File: config.mk
export PLATFORM = sky130hd
export DESIGN_NAME = interrupt_vector_placement
export DESIGN_NICKNAME = d
export VERILOG_FILES = /design/src/core/irq_vector_pkg.sv /design/src/core/irq_priority_pick.sv /design/src/core/change_window_timer.sv /design/src/core/interrupt_vector_placement.sv
export SDC_FILE = /design/constraint.sdc
export NUM_CORES = 1
export LEC_CHECK = 0
export ABC_AREA = 1
export BUFFER_PORTS_ARGS = -buffer_cell sky130_fd_sc_hd__buf_2
export CORE_MARGIN = 3
export CORE_UTILIZATION = 35
export DETAILED_ROUTE_END_ITERATION = 8
export HOLD_SLACK_MARGIN = 0.15
export MAX_ROUTING_LAYER = met4
export SETUP_SLACK_MARGIN = 0.15
export SLEW_MARGIN = 20
export SYNTH_ARGS = -nofsm -noshare
export SYNTH_HDL_FRONTEND = slang
export SYNTH_SLANG_ARGS = --single-unit
File: constraint.sdc
create_clock -name clk_i -period 4.81 [get_ports clk_i]
set_input_delay 0 -clock clk_i [delete_from_list [all_inputs] [get_ports clk_i]]
set_output_delay 0 -clock clk_i [all_outputs]
set_load 0.02 [all_outputs]
File: src/core/irq_vector_pkg.sv
// Purpose: shared constants and types for interrupt vector placement
// Assumes: 12-bit word program addresses, 16 interrupt sources plus reset
// Notes: slot offsets are relative to the vector table base
package irq_vector_pkg;
    localparam int ADDR_W = 12;                     // Program word address width
    localparam int NUM_SRC = 16;                    // Interrupt sources, reset excluded
    localparam logic [11:0] RESET_APP_ADDR = 12'h000;   // Reset entry, application area
    localparam logic [11:0] SLOT_EXT_IRQ_0 = 12'h001;
    localparam logic [11:0] SLOT_EXT_IRQ_1 = 12'h002;
    localparam logic [11:0] SLOT_T1_CAPTURE = 12'h003;
    localparam logic [11:0] SLOT_T1_COMPARE_A = 12'h004;
    localparam logic [11:0] SLOT_T1_COMPARE_B = 12'h005;
    localparam logic [11:0] SLOT_T1_OVERFLOW = 12'h006;
    localparam logic [11:0] SLOT_T0_OVERFLOW = 12'h007;
    localparam logic [11:0] SLOT_SERIAL_DONE = 12'h008;
    localparam logic [11:0] SLOT_RX_DONE = 12'h009;
    localparam logic [11:0] SLOT_TX_EMPTY = 12'h00A;
    localparam logic [11:0] SLOT_TX_DONE = 12'h00B;
    localparam logic [11:0] SLOT_COMPARATOR = 12'h00C;
    localparam logic [11:0] SLOT_EXT_IRQ_2 = 12'h00D;
    localparam logic [11:0] SLOT_T0_COMPARE = 12'h00E;
    localparam logic [11:0] SLOT_EEPROM_READY = 12'h00F;
    localparam logic [11:0] SLOT_STORE_READY = 12'h010;
    localparam logic [11:0] BOOT_RESET_ADDR_DEF = 12'hC00;  // Default boot start, plain value
    localparam logic FUSE_UNPROGRAMMED = 1'b1;      // Fuse reads 1 when unprogrammed
    localparam int CHANGE_WINDOW_CYC = 4;           // Change enable lifetime in cycles
    localparam logic [7:0] CTRL_RESET = 8'h00;      // Control register reset value
    localparam int CTRL_SEL_BIT = 1;                // Table select bit position
    localparam int CTRL_CE_BIT = 0;                 // Change enable bit position
    localparam logic [7:0] CTRL_RW_MASK = 8'h03;    // Implemented control bits
    localparam logic [3:0] REG_CTRL = 4'h0;         // Control register address
    localparam logic [3:0] REG_STATUS = 4'h1;       // Placement status register address
    localparam logic [3:0] REG_IRQ_STATUS = 4'h2;   // Sticky event status
    localparam logic [3:0] REG_IRQ_MASK = 4'h3;     // Event mask
    localparam int EVT_BLOCK_END = 0;               // Event bit: block window ended
    localparam int EVT_SEL_CHANGED = 1;             // Event bit: table select changed
    localparam int EVT_CE_TIMEOUT = 2;              // Event bit: change enable expired

    typedef struct packed {
        logic valid;                // A vector is requested
        logic [3:0] index;          // Source index, 0 is slot 0x001
        logic [11:0] addr;          // Absolute vector address
    } vector_req_t;

    typedef struct packed {
        logic [3:0] addr;           // Register address
        logic [7:0] wdata;          // Write data
        logic wr;                   // Write strobe
        logic rd;                   // Read strobe
    } reg_req_t;
endpackage : irq_vector_pkg

File: src/core/irq_priority_pick.sv
// Purpose: pick the lowest numbered pending source
// Assumes: bit 0 is the highest priority source
// Notes: purely combinational
`timescale 1ns/10ps
module irq_priority_pick import irq_vector_pkg::*; #(
    parameter int N = NUM_SRC
) (
    input wire logic [N-1:0] pending_i,     // Enabled pending requests
    output logic found_o,                   // Any request pending
    output logic [3:0] index_o              // Winning source index
);
    // ---------------------------------------------------------------
    // Scan from the top so the lowest index is written last
    // ---------------------------------------------------------------
    always_comb begin
        found_o = 1'b0;
        index_o = 4'h0;
        for (int i = N - 1; i >= 0; i--) begin
            if (pending_i[i]) begin     // Lower index overrides
                found_o = 1'b1;
                index_o = 4'(i);
            end
        end
    end
endmodule : irq_priority_pick

File: src/core/change_window_timer.sv
// Purpose: time the change enable window
// Assumes: start and stop are single-cycle pulses
// Notes: counts down the clock cycles left after the change enable bit was set
`timescale 1ns/10ps
module change_window_timer import irq_vector_pkg::*; #(
    parameter int CYCLES = CHANGE_WINDOW_CYC
) (
    input wire logic clk_i,                 // Core clock
    input wire logic reset_i,               // Synchronous reset, high
    input wire logic start_i,               // Change enable written one
    input wire logic stop_i,                // Select written, end early
    output logic active_o,                  // Window open
    output logic expire_o                   // Window ran out, pulse
);
    logic [3:0] count;                      // Cycles left in window

    // ---------------------------------------------------------------
    // Restart wins over stop so a fresh write always opens a window
    // ---------------------------------------------------------------
    always_ff @(posedge clk_i) begin
        if (reset_i) begin
            count <= 4'h0;
        end else if (start_i) begin
            count <= 4'(CYCLES);
        end else if (stop_i) begin
            count <= 4'h0;
        end else if (count != 4'h0) begin
            count <= count - 4'h1;
        end
    end

    assign active_o = (count != 4'h0);
    assign expire_o = (count == 4'h1) && !start_i && !stop_i;
endmodule : change_window_timer

File: src/core/interrupt_vector_placement.sv
// Purpose: reset and interrupt vector address generation and table placement
// Assumes: core asks for a vector when it is allowed to take an interrupt
// Notes: boot start address comes from the boot size setting as an input
//
// Design decisions made here: strobed register access and the placing of the registers.
`timescale 1ns/10ps
module interrupt_vector_placement import irq_vector_pkg::*; #(
    parameter int N = NUM_SRC
) (
    input wire logic clk_i,                     // Core clock, 100 MHz
    input wire logic reset_i,                   // Synchronous reset, high
    input wire logic boot_reset_fuse_i,         // Fuse level, 0 means programmed
    input wire logic [11:0] boot_start_i,       // Boot section start address
    input wire logic [N-1:0] irq_pending_i,     // Enabled pending requests
    input wire logic irq_ack_i,                 // Core takes the vector, pulse
    input wire logic instr_done_i,              // Core retired an instruction, pulse
    input wire logic [3:0] reg_addr_i,          // Register address
    input wire logic [7:0] reg_wdata_i,         // Register write data
    input wire logic reg_wr_i,                  // Register write strobe
    input wire logic reg_rd_i,                  // Register read strobe
    output logic [7:0] reg_rdata_o,             // Read data, cycle after read
    output logic [11:0] reset_addr_o,           // Reset entry address
    output logic [11:0] table_base_o,           // Vector table start
    output logic irq_req_o,                     // Vector ready for the core
    output logic [3:0] irq_index_o,             // Winning source index
    output logic [11:0] irq_addr_o,             // Winning vector address
    output logic irq_blocked_o,                 // Interrupts held off
    output logic irq_o                          // Block event interrupt
);
    // ---------------------------------------------------------------
    // Slot table
    // ---------------------------------------------------------------
    // Slot of each source, in vector number order
    function automatic logic [11:0] slot_of(input logic [3:0] idx);
        unique case (idx)
            4'd0: slot_of = SLOT_EXT_IRQ_0;
            4'd1: slot_of = SLOT_EXT_IRQ_1;
            4'd2: slot_of = SLOT_T1_CAPTURE;
            4'd3: slot_of = SLOT_T1_COMPARE_A;
            4'd4: slot_of = SLOT_T1_COMPARE_B;
            4'd5: slot_of = SLOT_T1_OVERFLOW;
            4'd6: slot_of = SLOT_T0_OVERFLOW;
            4'd7: slot_of = SLOT_SERIAL_DONE;
            4'd8: slot_of = SLOT_RX_DONE;
            4'd9: slot_of = SLOT_TX_EMPTY;
            4'd10: slot_of = SLOT_TX_DONE;
            4'd11: slot_of = SLOT_COMPARATOR;
            4'd12: slot_of = SLOT_EXT_IRQ_2;
            4'd13: slot_of = SLOT_T0_COMPARE;
            4'd14: slot_of = SLOT_EEPROM_READY;
            4'd15: slot_of = SLOT_STORE_READY;
        endcase
    endfunction : slot_of

    // ---------------------------------------------------------------
    // State
    // ---------------------------------------------------------------
    logic fuse_meta;                // First sync stage of fuse pin
    logic fuse_sync;                // Synchronised fuse level
    logic boot_reset;               // Latched fuse state, one means boot
    logic table_select;             // Vector table in boot area
    logic ce_active;                // Change window open
    logic ce_expire;                // Window timed out
    logic ce_start;                 // Change enable written one
    logic sel_write;                // Select write inside window
    logic hold_one;                 // Block until next instruction ends
    logic [2:0] irq_status;         // Sticky events
    logic [2:0] irq_mask;           // Event mask
    logic [2:0] events;             // Event pulses this cycle
    logic pick_found;               // Any pending request
    logic [3:0] pick_index;         // Winning index
    logic ctrl_wr;                  // Control register written
    logic latch_fuse;               // Capture fuse after release
    logic [1:0] settle;             // Cycles since reset release

    assign ctrl_wr = reg_wr_i && (reg_addr_i == REG_CTRL);
    assign ce_start = ctrl_wr && reg_wdata_i[CTRL_CE_BIT];
    // Select only updates with change enable written zero inside the window
    assign sel_write = ctrl_wr && ce_active && !reg_wdata_i[CTRL_CE_BIT];

    // ---------------------------------------------------------------
    // Fuse capture
    // ---------------------------------------------------------------
    // Two-stage synchroniser on the fuse pin
    always_ff @(posedge clk_i) begin
        if (reset_i) begin
            fuse_meta <= FUSE_UNPROGRAMMED;
            fuse_sync <= FUSE_UNPROGRAMMED;
        end else begin
            fuse_meta <= boot_reset_fuse_i;
            fuse_sync <= fuse_meta;
        end
    end

    // Wait for the synchroniser to fill before latching
    always_ff @(posedge clk_i) begin
        if (reset_i) begin
            settle <= 2'd0;
        end else if (settle != 2'd3) begin
            settle <= settle + 2'd1;
        end
    end
    assign latch_fuse = (settle == 2'd2);

    // Fuse is held for the whole run; later pin changes are ignored
    always_ff @(posedge clk_i) begin
        if (reset_i) begin
            boot_reset <= 1'b0;
        end else if (latch_fuse) begin
            boot_reset <= (fuse_sync != FUSE_UNPROGRAMMED);
        end
    end

    // ---------------------------------------------------------------
    // Change enable window and table select
    // ---------------------------------------------------------------
    change_window_timer #(
        .CYCLES(CHANGE_WINDOW_CYC)
    ) u_window (
        .clk_i(clk_i),
        .reset_i(reset_i),
        .start_i(ce_start),
        .stop_i(sel_write),
        .active_o(ce_active),
        .expire_o(ce_expire)
    );

    // A write without an open window leaves select alone
    always_ff @(posedge clk_i) begin
        if (reset_i) begin
            table_select <= CTRL_RESET[CTRL_SEL_BIT];
        end else if (sel_write) begin
            table_select <= reg_wdata_i[CTRL_SEL_BIT];
        end
    end

    // Hold off one more instruction after the select write
    always_ff @(posedge clk_i) begin
        if (reset_i) begin
            hold_one <= 1'b0;
        end else if (sel_write) begin
            hold_one <= 1'b1;
        end else if (instr_done_i) begin
            hold_one <= 1'b0;
        end
    end

    // Blocking does not touch the core's global enable flag
    assign irq_blocked_o = ce_start || ce_active || hold_one;

    // ---------------------------------------------------------------
    // Address outputs
    // ---------------------------------------------------------------
    // Reset entry follows the latched fuse
    always_ff @(posedge clk_i) begin
        if (reset_i) begin
            reset_addr_o <= RESET_APP_ADDR;
        end else begin
            reset_addr_o <= boot_reset ? boot_start_i : RESET_APP_ADDR;
        end
    end

    // Table base is zero or boot start; slot 0x001 lands one above
    always_ff @(posedge clk_i) begin
        if (reset_i) begin
            table_base_o <= SLOT_EXT_IRQ_0;
        end else begin
            table_base_o <= (table_select ? boot_start_i : RESET_APP_ADDR)
                            + SLOT_EXT_IRQ_0;
        end
    end

    irq_priority_pick #(
        .N(N)
    ) u_pick (
        .pending_i(irq_pending_i),
        .found_o(pick_found),
        .index_o(pick_index)
    );

    // Vector register; cleared while blocked or on acknowledge
    always_ff @(posedge clk_i) begin
        if (reset_i) begin
            irq_req_o <= 1'b0;
            irq_index_o <= 4'h0;
            irq_addr_o <= 12'h000;
        end else begin
            irq_req_o <= pick_found && !irq_blocked_o && !irq_ack_i;
            irq_index_o <= pick_index;
            irq_addr_o <= (table_select ? boot_start_i : RESET_APP_ADDR)
                          + slot_of(pick_index);
        end
    end

    // ---------------------------------------------------------------
    // Event interrupt
    // ---------------------------------------------------------------
    assign events[EVT_BLOCK_END] = hold_one && instr_done_i && !sel_write;
    assign events[EVT_SEL_CHANGED] = sel_write &&
                                     (reg_wdata_i[CTRL_SEL_BIT] != table_select);
    assign events[EVT_CE_TIMEOUT] = ce_expire;

    // Set wins over a write-one clear in the same cycle
    always_ff @(posedge clk_i) begin
        if (reset_i) begin
            irq_status <= 3'h0;
        end else if (reg_wr_i && reg_addr_i == REG_IRQ_STATUS) begin
            irq_status <= (irq_status & ~reg_wdata_i[2:0]) | events;
        end else begin
            irq_status <= irq_status | events;
        end
    end

    always_ff @(posedge clk_i) begin
        if (reset_i) begin
            irq_mask <= 3'h0;
        end else if (reg_wr_i && reg_addr_i == REG_IRQ_MASK) begin
            irq_mask <= reg_wdata_i[2:0];
        end
    end

    assign irq_o = |(irq_status & irq_mask);

    // ---------------------------------------------------------------
    // Register read
    // ---------------------------------------------------------------
    // Unmapped addresses read zero
    always_ff @(posedge clk_i) begin
        if (reset_i) begin
            reg_rdata_o <= 8'h00;
        end else if (reg_rd_i) begin
            unique case (reg_addr_i)
                REG_CTRL: reg_rdata_o <= {6'h00, table_select, ce_active};
                REG_STATUS: reg_rdata_o <= {5'h00, hold_one, irq_blocked_o, boot_reset};
                REG_IRQ_STATUS: reg_rdata_o <= {5'h00, irq_status};
                REG_IRQ_MASK: reg_rdata_o <= {5'h00, irq_mask};
                default: reg_rdata_o <= 8'h00;
            endcase
        end else begin
            reg_rdata_o <= 8'h00;
        end
    end
endmodule : interrupt_vector_placement

# Word level (Yosys, flattened, before mapping)
# Memories as Yosys holds them, arrays and structs flattened.
# Cells that the tools add are included.
[word_totals]
register_bits = 66
romBits = 80
input_bits = 47
output_inout_bits = 51
word_cells = 105
mem_count = 1
[memory_table]
columns = ["memory", "depth", "width", "read_ports", "rd_clocked_by_memory_dff", "wr", "line", "rtl"]
rows = [
  ["(name not given)", 16, 5, 1, 0, 0, "interrupt_vector_placement.sv:35", "unique case (idx)"],
]
[op_classes]
add_sub_neg = 4
eq_ne = 7
muxes = 41
n_bitwise = 8
n_reduce_logical = 28
[op_table]
columns = ["cell", "count"]
rows = [
  ["$mux 4", 16],
  ["$mux 12", 2],
  ["$mux 1", 18],
  ["$logic_and 1x1->1", 13],
  ["$add 12x1->12 const B", 1],
  ["$add 12x12->12", 1],
  ["$mux 3", 4],
  ["$pmux 3 s4", 1],
  ["$eq 4x1->1 const B", 2],
  ["$eq 4x2->1 const B", 2],
  ["$and 3x3->3", 2],
  ["$or 3x3->3", 2],
  ["$reduce_or 3->1", 2],
  ["$logic_not 1->1", 5],
  ["$logic_not 4->1", 1],
  ["$reduce_bool 4->1", 1],
  ["$reduce_or 2->1", 2],
  ["$sub 4x1->4 const B", 1],
  ["$not 1->1", 3],
  ["$not 3->3", 1],
  ["$reduce_bool 3->1", 1],
  ["$add 2x1->2 const B", 1],
  ["$eq 2x2->1 const B", 1],
  ["$logic_or 1x1->1", 2],
  ["other kinds (3)", 3],
]

# Logic depth before layout (Yosys ltp)
# Gate-level depths: netlist of run 1.
# An unclocked memory read counts as a cell.
[depth]
word_depth = 19
depth_mapped = 32
depth_no_buf = 32

# Hierarchy
# A second synthesis of run 1 with hierarchy kept.
[unflattened]
hier_cells = 446
hier_area_um2 = 3067.9
[modules_own_cells]
columns = ["mod", "n_inst", "cells_each", "area_per_inst_um2", "seq_area_each_um2"]
rows = [
  ["interrupt_vector_placement", 1, 360, 2611.3, 1141.1],
  ["change_window_timer", 1, 37, 247.7, 80.1],
  ["irq_priority_pick", 1, 49, 209.0, 0.0],
]

# Worst setup path before layout of run 1
# OpenSTA, ideal clock, no wires.
[synth_timing]
kind = "input to register"
from = "input port irq_pending_i[14]"
to = "register irq_addr_o[10]"
setup_ps = 131
t_arrival_ps = 2283
required_time_ps = 4679
setup_slack_ps = 2396
stages = 30
n_path_buf = 0
path_cell_list = "inv_1 nand2_1 nand2_1 nand2_1 nand2_1 nand2_1 nand2_1 nand2_1 nand2_1 nand2_1 nand2_1 nand2_1 nand2_1 nand2_1 nand2_1 nand2_1 inv_1 ha_1 o21ai_0 inv_1 ha_1 nand2_1 inv_1 o21ai_1 a21boi_1 nor2_1 nor2_1 nand2_1 o21ai_0 a21oi_1"
[synth_between]
elab_chain_cells = 18
[synth_lines]
columns = ["element", "line", "rtl"]
rows = [
  ["start, declared", "interrupt_vector_placement.sv:14", "input wire logic [N-1:0] irq_pending_i,"],
  ["$mux 4 (15 in series)", "irq_priority_pick.sv:19", "if (pending_i[i]) begin"],
  ["net pick_index[0]", "interrupt_vector_placement.sv:71", "logic [3:0] pick_index;"],
  ["$mem_v2 16x5", "-", ""],
  ["$mux 12", "interrupt_vector_placement.sv:183", "if (reset_i) begin"],
  ["$add 12x12->12", "interrupt_vector_placement.sv:191", "+ slot_of(pick_index);"],
  ["end signal, assigned", "interrupt_vector_placement.sv:190", "irq_addr_o <= (table_select ? boot_start_i : RESET_APP_ADDR)"],
  ["end, declared", "interrupt_vector_placement.sv:26", "output logic [11:0] irq_addr_o,"],
]
# The timed path passes the listed nets, and every way through them passes these cells. The select of a mux whose other input is x is not followed.
# A chain may end at the register's enable or synchronous reset.

# Worst setup path after layout of run 1
[layout_timing]
from = "input port irq_pending_i[2]"
to = "register irq_addr_o[10]"
[layout_between]
elab_chain_cells = 6
[layout_lines]
columns = ["element", "line"]
rows = [
  ["$mux 4 (3 in series)", "irq_priority_pick.sv:19"],
  ["$mem_v2 16x5", "-"],
  ["$mux 12", "interrupt_vector_placement.sv:183"],
  ["$add 12x12->12", "interrupt_vector_placement.sv:191"],
]
# No other way between the ends. The select of a mux whose other input is x is not followed.

==> results of run 1 <==
==> layer usage <==
layer / global-route usage [%] / share of wire [%]
met1: 17.92 / 44
met2: 26.46 / 47
met3: 4.769 / 7.8
met4: 7.820 / 1.8
met5: - / 0
==> stage by stage <==
stage / worst slack [ns] / cell area, um2
5_1_grt: 1.206 / 3980
3_5_place_dp: 1.854 / 3329
6_report: 1.621 / 3980
3_3_place_gp: 1.933 / 3329
2_1_floorplan: 2.396 / 2834
4_1_cts: 1.663 / 3980
==> worst reg2reg max path: cells and delay by family, from the launching register on <==
kind,cells,cell delay (ns)
AND/OR/NAND/NOR,5,0.61
adder cells (fa/ha/maj),2,0.40
flip-flops,1,0.79
buffers and inverters,2,0.21
AO/OA/AOI/OAI,4,0.51
==> flip-flops by register name, indices dropped and copies added, names as in the netlist, 2 cells and up <==
signal,count
irq_mask,3
irq_index_o,4
reg_rdata_o,3
table_base_o,12
irq_addr_o,12
reset_addr_o,12
u_window.count,4
irq_status,3
settle,2
==> final cells by class <==
cell class	count	area share (%)
Tap cell	102	3.207
Inverter	73	6.885
Clock inverter	4	2.389
Multi-Input combinational cell	242	31.94
Clock buffer	12	3.647
Sequential cell	61	30.68
Timing Repair Buffer	128	21.25
==> cells in the final DEF (no fill, tap or decap), types with 2 or more instances in the layout <==
master          n
buf_2          87
inv_1          72
nand2_1        70
dfxtp_1        61
nor2_1         45
dlygate4sd3_1  41
a21oi_1        30
o21ai_0        23
nand3_1        13
ha_1           13
nor3_1         10
clkbuf_8       10
conb_1          5
or2_2           4
bufinv_16       3
nor4_1          2
a211oi_1        2
nand4_1         2
o21ai_1         2
o22ai_1         2
a221oi_1        2
nand3_2         2
clkbuf_1        2
==> cell usage after synthesis, drive strengths merged <==
master / count
inv: 73
nand2: 71
dfxtp: 61
nor2: 47
a21oi: 30
o21ai: 25
nand3: 15
ha: 13
nor3: 12
buf: 6
clkbuf: 6
or2: 4
nor4: 3
a211oi: 2
a221oi: 2
nand4: 2
o22ai: 2
a21boi: 1
a31o: 1
a31oi: 1
a32o: 1
conb: 1
fa: 1
nor3b: 1
o21a: 1
o221ai: 1
xor2: 1
==> kinds of logic (layout without fill, tap and decap cells) <==
kind of cell               count (synthesis)  count (layout)  share of synthesized area [%]
adders and majority gates                 14              14                          6.480
DFF                                       61              61                          43.32
AOI/OAI and AO/OA                         67              67                          13.09
and+or+nand+nor                          155             155                          24.54
xor gates and xnor gates                   1               1                         0.3108
buffers and inverters                     85             217                          12.12
other                                      1               5                         0.1330
==> worst paths after layout <==
kind	slack, ns	cells after the start	endpoint	startpoint
hold reg to reg	0.41	1	boot_reset$_SDFFE_PP0N_	fuse_sync$_SDFF_PP1_
setup / recovery	1.62	19	irq_addr_o[10]$_SDFF_PP0_	irq_pending_i[2]
setup reg to reg	2.14	13	irq_addr_o[10]$_SDFF_PP0_	table_select$_SDFFE_PP0P_
hold / removal	0.18	5	irq_req_o$_SDFF_PP0_	irq_pending_i[8]
==> report_power, final <==
part           leakage [nW]  switching, W  internal, W
sequential            0.495     0.0000184     0.000536
clock                 0.121      0.000194     0.000358
combinational          1.43      0.000138    0.0000933
==> what timing repair did <==
| item | CTS | global route |
|---|---|---|
| gates resized for setup | 0 | 0 |
| hold buffers | 41 | 0 |
| endpoints found under the hold margin | 52 | 0 |
| setup endpoints to repair | 0 | 0 |
==> qor.yml, run 1 <==
io_pins: 98
max_cap_violations: 0
dp_cells: 565
hold_viol: 0
drv_slew: 0
utilization_pct: 51.24
ir_worst_vdd_uv: 201.2
die_w_um: 95.75
syn_inst: 384
regArea_um2: 1221
rsz0062_at_grt: "no"
skew_ns: 0.005534
synth_area_leader_cell: "dfxtp_1"
finalSetupViolations: 0
cp_top_family: "buffers and inverters"
synth.distinct_cells: 36
clock.fmax_mhz: 313.6
syn2layout_area_growth_pct: 41.19
worst-path-buf-inv: 6
fin_crit_sh_pct: 66.29
io_buffers: 87
outcome: "complete, no violations"
grt_usage_pct: 16.13
cts_tree: "done"
n_antenna_cell: 0
post_drt_via_cell_ratio: 4.569
vias: 2842
cp_slowest_cell: "dlygate4sd3_1"
fin_nets: 576
fin_cells: 622
crit_path_end_kind: "register"
cts_buffers: 9
num-fill-cells: 773
root_buffer: "clkbuf_8"
ys_seq_area_share_pct: 43.32
grt_pass1_vias: 2667
min_period_ns: 3.189
netlist_area_um2: 2819
critical_path_class: "primary input to register"
die_area_um2: 9167
start_util_pct: 36.29
critPathMaxFanout: 4
grt_pass1_wl_um: 11180
setup-tns-final_ns: 0
grt_max_degree: 26
p_leak_nw: 2.045
arrival_ns: 3.39
postRouteAntennaNets: 0
cts.htree.levels: 3
drc: 0
post_cts_buffers: 0
ys_ff_latch: 61
gp_congestion: 0.8204
antenna_found_initial: 0
cp.required_ns: 5.01
grt_overflow: 0
worstHoldPathType: "primary input to register"
critical_path.cell_chain: "dlygate4sd3_1 > buf_2 > nor4_1 > dlygate4sd3_1 > nand2_1 > inv_1 > nand2_1 > o21ai_0 > inv_1 > ha_1 > nand2_1 > inv_1 > o21ai_1 > a21boi_1 > nor2_1 > nor2_1 > nand2_1 > o21ai_0 > a21oi_1"
tightest_slew_ns: 0.7401
die_h_um: 95.75
clock_path_buffers: 2
path_common_cell: "nand2_1"
ys_warn_count: 0
fp-row-count: 32
whs_ns: 0.1841
syn_avg_cell_area_um2: 7.341
dp_hpwl_um: 4999
p_total_w: 0.001338
start_kind: "primary input"
critPathMaxStageDelay_ns: 0.61
design.core.area_um2: 7767
dr.first_iter.drc_count: 76
slew_headroom_pct: 50.61
routed_wl_um: 6897
wire_per_inst_um: 11.09
synth_top_cell_area_share_pct: 43.32
first_pass_iters: 4
clock_latency_ns: 0.33
clk_pin_slew_ns: 0.07
cts.sink_count: 61
synthTopCellsByArea: "dfxtp_1, inv_1, nand2_1"
p_per_area_nw_per_um2: 336.2
drive_gt1_share_pct: 22.12
multi_input_area_um2: 1271
No activity file was read; power rests on OpenSTA's default activity.
==> run 2, diff against run 1 <==
==> constraint.sdc (replaced) <==
create_clock -name clk_i -period 2.94 [get_ports clk_i]
set_input_delay 0 -clock clk_i [delete_from_list [all_inputs] [get_ports clk_i]]
set_output_delay 0 -clock clk_i [all_outputs]
set_load 0.02 [all_outputs]
==> run 2 against run 1 <==
  * Critical path depth is the same
  * Clock skew up 0.0033 ns
  * Design area barely moved
  * Die area is the same
  * Via count is 1.7% lower
  * Hold slack worse by 0.015 ns
  * Largest power group unchanged
  * Highest routed layer unchanged
==> qor.yml, run 2 (same netlist as run 1, synthesis figures left out) <==
swShare_pct: 27.81  # was 26.19%
internal_power_w: 0.001468  # was 0.0009876 W
critPathMaxFanout: 4  # unchanged
pwr-share-seq_pct: 44.6  # was 41.4%
start_util_pct: 36.29  # unchanged
cp-startpoint: "irq_pending_i[3]"  # was irq_pending_i[2]
root_buffer: "clkbuf_8"  # unchanged
fin_cells: 622  # unchanged
routed_wl_um: 6948  # was 6897 um
clk_pin_slew_ns: 0.07  # about the same
p_comb_share_pct: 19.1  # was 17.3%
cts_buffers: 9  # unchanged
skew_ns: 0.008853  # was 0.005534 ns
vias: 2795  # was 2842
whs_ns: 0.1693  # was 0.1841 ns
outcome: "complete, no violations"  # unchanged
drc: 0  # unchanged
die_w_um: 95.75  # unchanged
io_buffers: 87  # unchanged
cts.sink_count: 61  # unchanged
postRouteAntennaNets: 0  # unchanged
tightest_slew_ns: 0.7251  # was 0.7401 ns
die_h_um: 95.75  # unchanged
max_cap_violations: 0  # unchanged
post_drt_via_cell_ratio: 4.494  # was 4.569
fin_nets: 577  # was 576
n_antenna_cell: 0  # unchanged
design.core.area_um2: 7767  # unchanged
fin_crit_sh_pct: 87.33
reg2reg_depth: 13  # unchanged
min_period_ns: 2.567
dp_cells: 567  # was 565
p_per_area_nw_per_um2: 510.5  # was 336.2 nW/um2
crit_path_end_kind: "register"  # unchanged
p_leak_nw: 2.016  # was 2.045 nW
clock.fmax_mhz: 389.5
worstHoldPathType: "primary input to register"  # unchanged
wire_per_inst_um: 11.17  # was 11.09 um
ff2ff_setup_slack_ns: 0.62  # was 2.14 ns
grt_pass1_wl_um: 11520  # was 11180 um
dr.first_iter.drc_count: 75  # was 76
antenna_found_initial: 0  # unchanged
grt_overflow: 0  # unchanged
die_area_um2: 9167  # unchanged
fp-row-count: 32  # unchanged
ir_worst_vdd_uv: 358.8  # was 201.2 uV
switchingPower_w: 0.0005656  # was 0.0003504 W
finalSetupViolations: 0  # unchanged
final_common_cell: "buf_2"  # unchanged
io_pins: 98  # unchanged
grt_max_degree: 26  # unchanged
drive_gt1_share_pct: 24.42  # was 22.12%
grt_usage_pct: 16.70  # was 16.13%
drv_slew: 0  # unchanged
worstHoldStart: "reg_addr_i[0]"  # was irq_pending_i[8]
rsz0062_at_grt: "yes"  # was no
pre_cts_slack_ns: 0.08709  # was 1.854 ns
reg.largest.list: "irq_addr_o (12), reset_addr_o (12), table_base_o (12)"  # unchanged
mostFrequentLayoutCells: "buf_2, inv_1, nand2_1, dfxtp_1, nor2_1"  # unchanged
dp_hpwl_um: 5013  # was 4999 um
cts.htree.levels: 3  # unchanged
layout_setup_ws_ns: 0.3726  # was 1.621 ns
first_pass_iters: 4  # unchanged
hold_viol: 0  # unchanged
setup-tns-final_ns: 0  # unchanged
rr_startpoint: "table_select$_SDFFE_PP0P_"  # unchanged
clock_path_buffers: 2  # unchanged
cts_tree: "done"  # unchanged
cp.required_ns: 3.20  # was 5.01 ns
critical_path_class: "primary input to register"  # unchanged
clockPowerShare_pct: 36.4  # was 41.2%
syn2layout_area_growth_pct: 41.28  # was 41.19%
arrival_ns: 2.83  # was 3.39 ns
num-fill-cells: 764  # was 773
clock_latency_ns: 0.32  # was 0.33 ns
gp_congestion: 0.8481  # was 0.8204
slew_headroom_pct: 51.61  # was 50.61%
start_kind: "primary input"  # unchanged
min_path_cells: 5  # unchanged
grt_pass1_vias: 2678  # was 2667
run 2: changes by cell type in the layout (fill, tap and decap cells not counted), sizes merged:
cell / previous run / this run
dlygate4sd3: 41 / 38
clkbuf: 12 / 14
bufinv: 3 / 1
clkinv: 1 / 0
buf: 87 / 91
run 2: power groups by stage:
stage	registers, W	clock network (W)	logic, W
floorplan	0.000940	0	0.000220
global placement	0.000923	0	0.000341
detailed placement	0.000924	0	0.000347
CTS	0.000905	0.000757	0.000381
global route	0.000912	0.000804	0.000438
finish	0.000906	0.000739	0.000388
run 2: final cells by class:
| type | count | area (um2) | area share, % |
|---|---|---|---|
| flip-flops and latches | 61 | 1221 | 30.66 |
| well taps | 102 | 127.6 | 3.205 |
| clock inverters | 1 | 30.03 | 0.7540 |
| inverters | 73 | 274.0 | 6.880 |
| clock buffers | 14 | 162.7 | 4.084 |
| repair buffers | 129 | 845.8 | 21.24 |
| multi-input cells | 242 | 1321 | 33.18 |
run 2: worst max-delay path: stages:
cell           delay [ns]
dlygate4sd3_1        0.52
buf_2                0.14
nor4_4               0.29
nand2_1              0.11
inv_1                0.09
nand2_1              0.07
o21ai_1              0.07
inv_1                0.08
ha_4                 0.29
a21oi_1              0.08
nand2_2              0.09
nand2_1              0.05
nand2_1              0.07
a21oi_2              0.07
nor2_1               0.17
nand4_1              0.23
o21ai_1              0.21
nand2_1              0.08
nor2_2               0.12
run 2: worst paths after layout:
kind | endpoint
setup / recovery | irq_addr_o[11]$_SDFF_PP0_
hold / removal | reg_rdata_o[2]$_SDFF_PP0_
setup reg to reg | irq_addr_o[10]$_SDFF_PP0_
hold reg to reg | boot_reset$_SDFFE_PP0N_
run 2: per-layer routing:
layer  vias to the layer above  wire length (um)  global-route usage (%)
met5                         -                 0                       -
met4                         0               123                   7.109
met2                        90              3288                   28.20
met3                        13               449                   4.457
li1                       1465                 -                       -
met1                      1227              3087                   18.59
run 2: through the flow:
step	power [W]	util [%]	cell area, um2
finish	0.002033	51.27	3983
global route	0.002154	51.27	3983
CTS	0.002043	50.43	3918
detailed placement	0.001271	43.06	3344
global placement	0.001264	43.06	3344
floorplan	0.001160	-	2834
run 2: repair_timing:
item	in CTS	in global routing
setup endpoints to repair	0	6
endpoints found under the hold margin	52	0
hold buffers	38	0
setup buffers	0	2
resized for setup	0	12
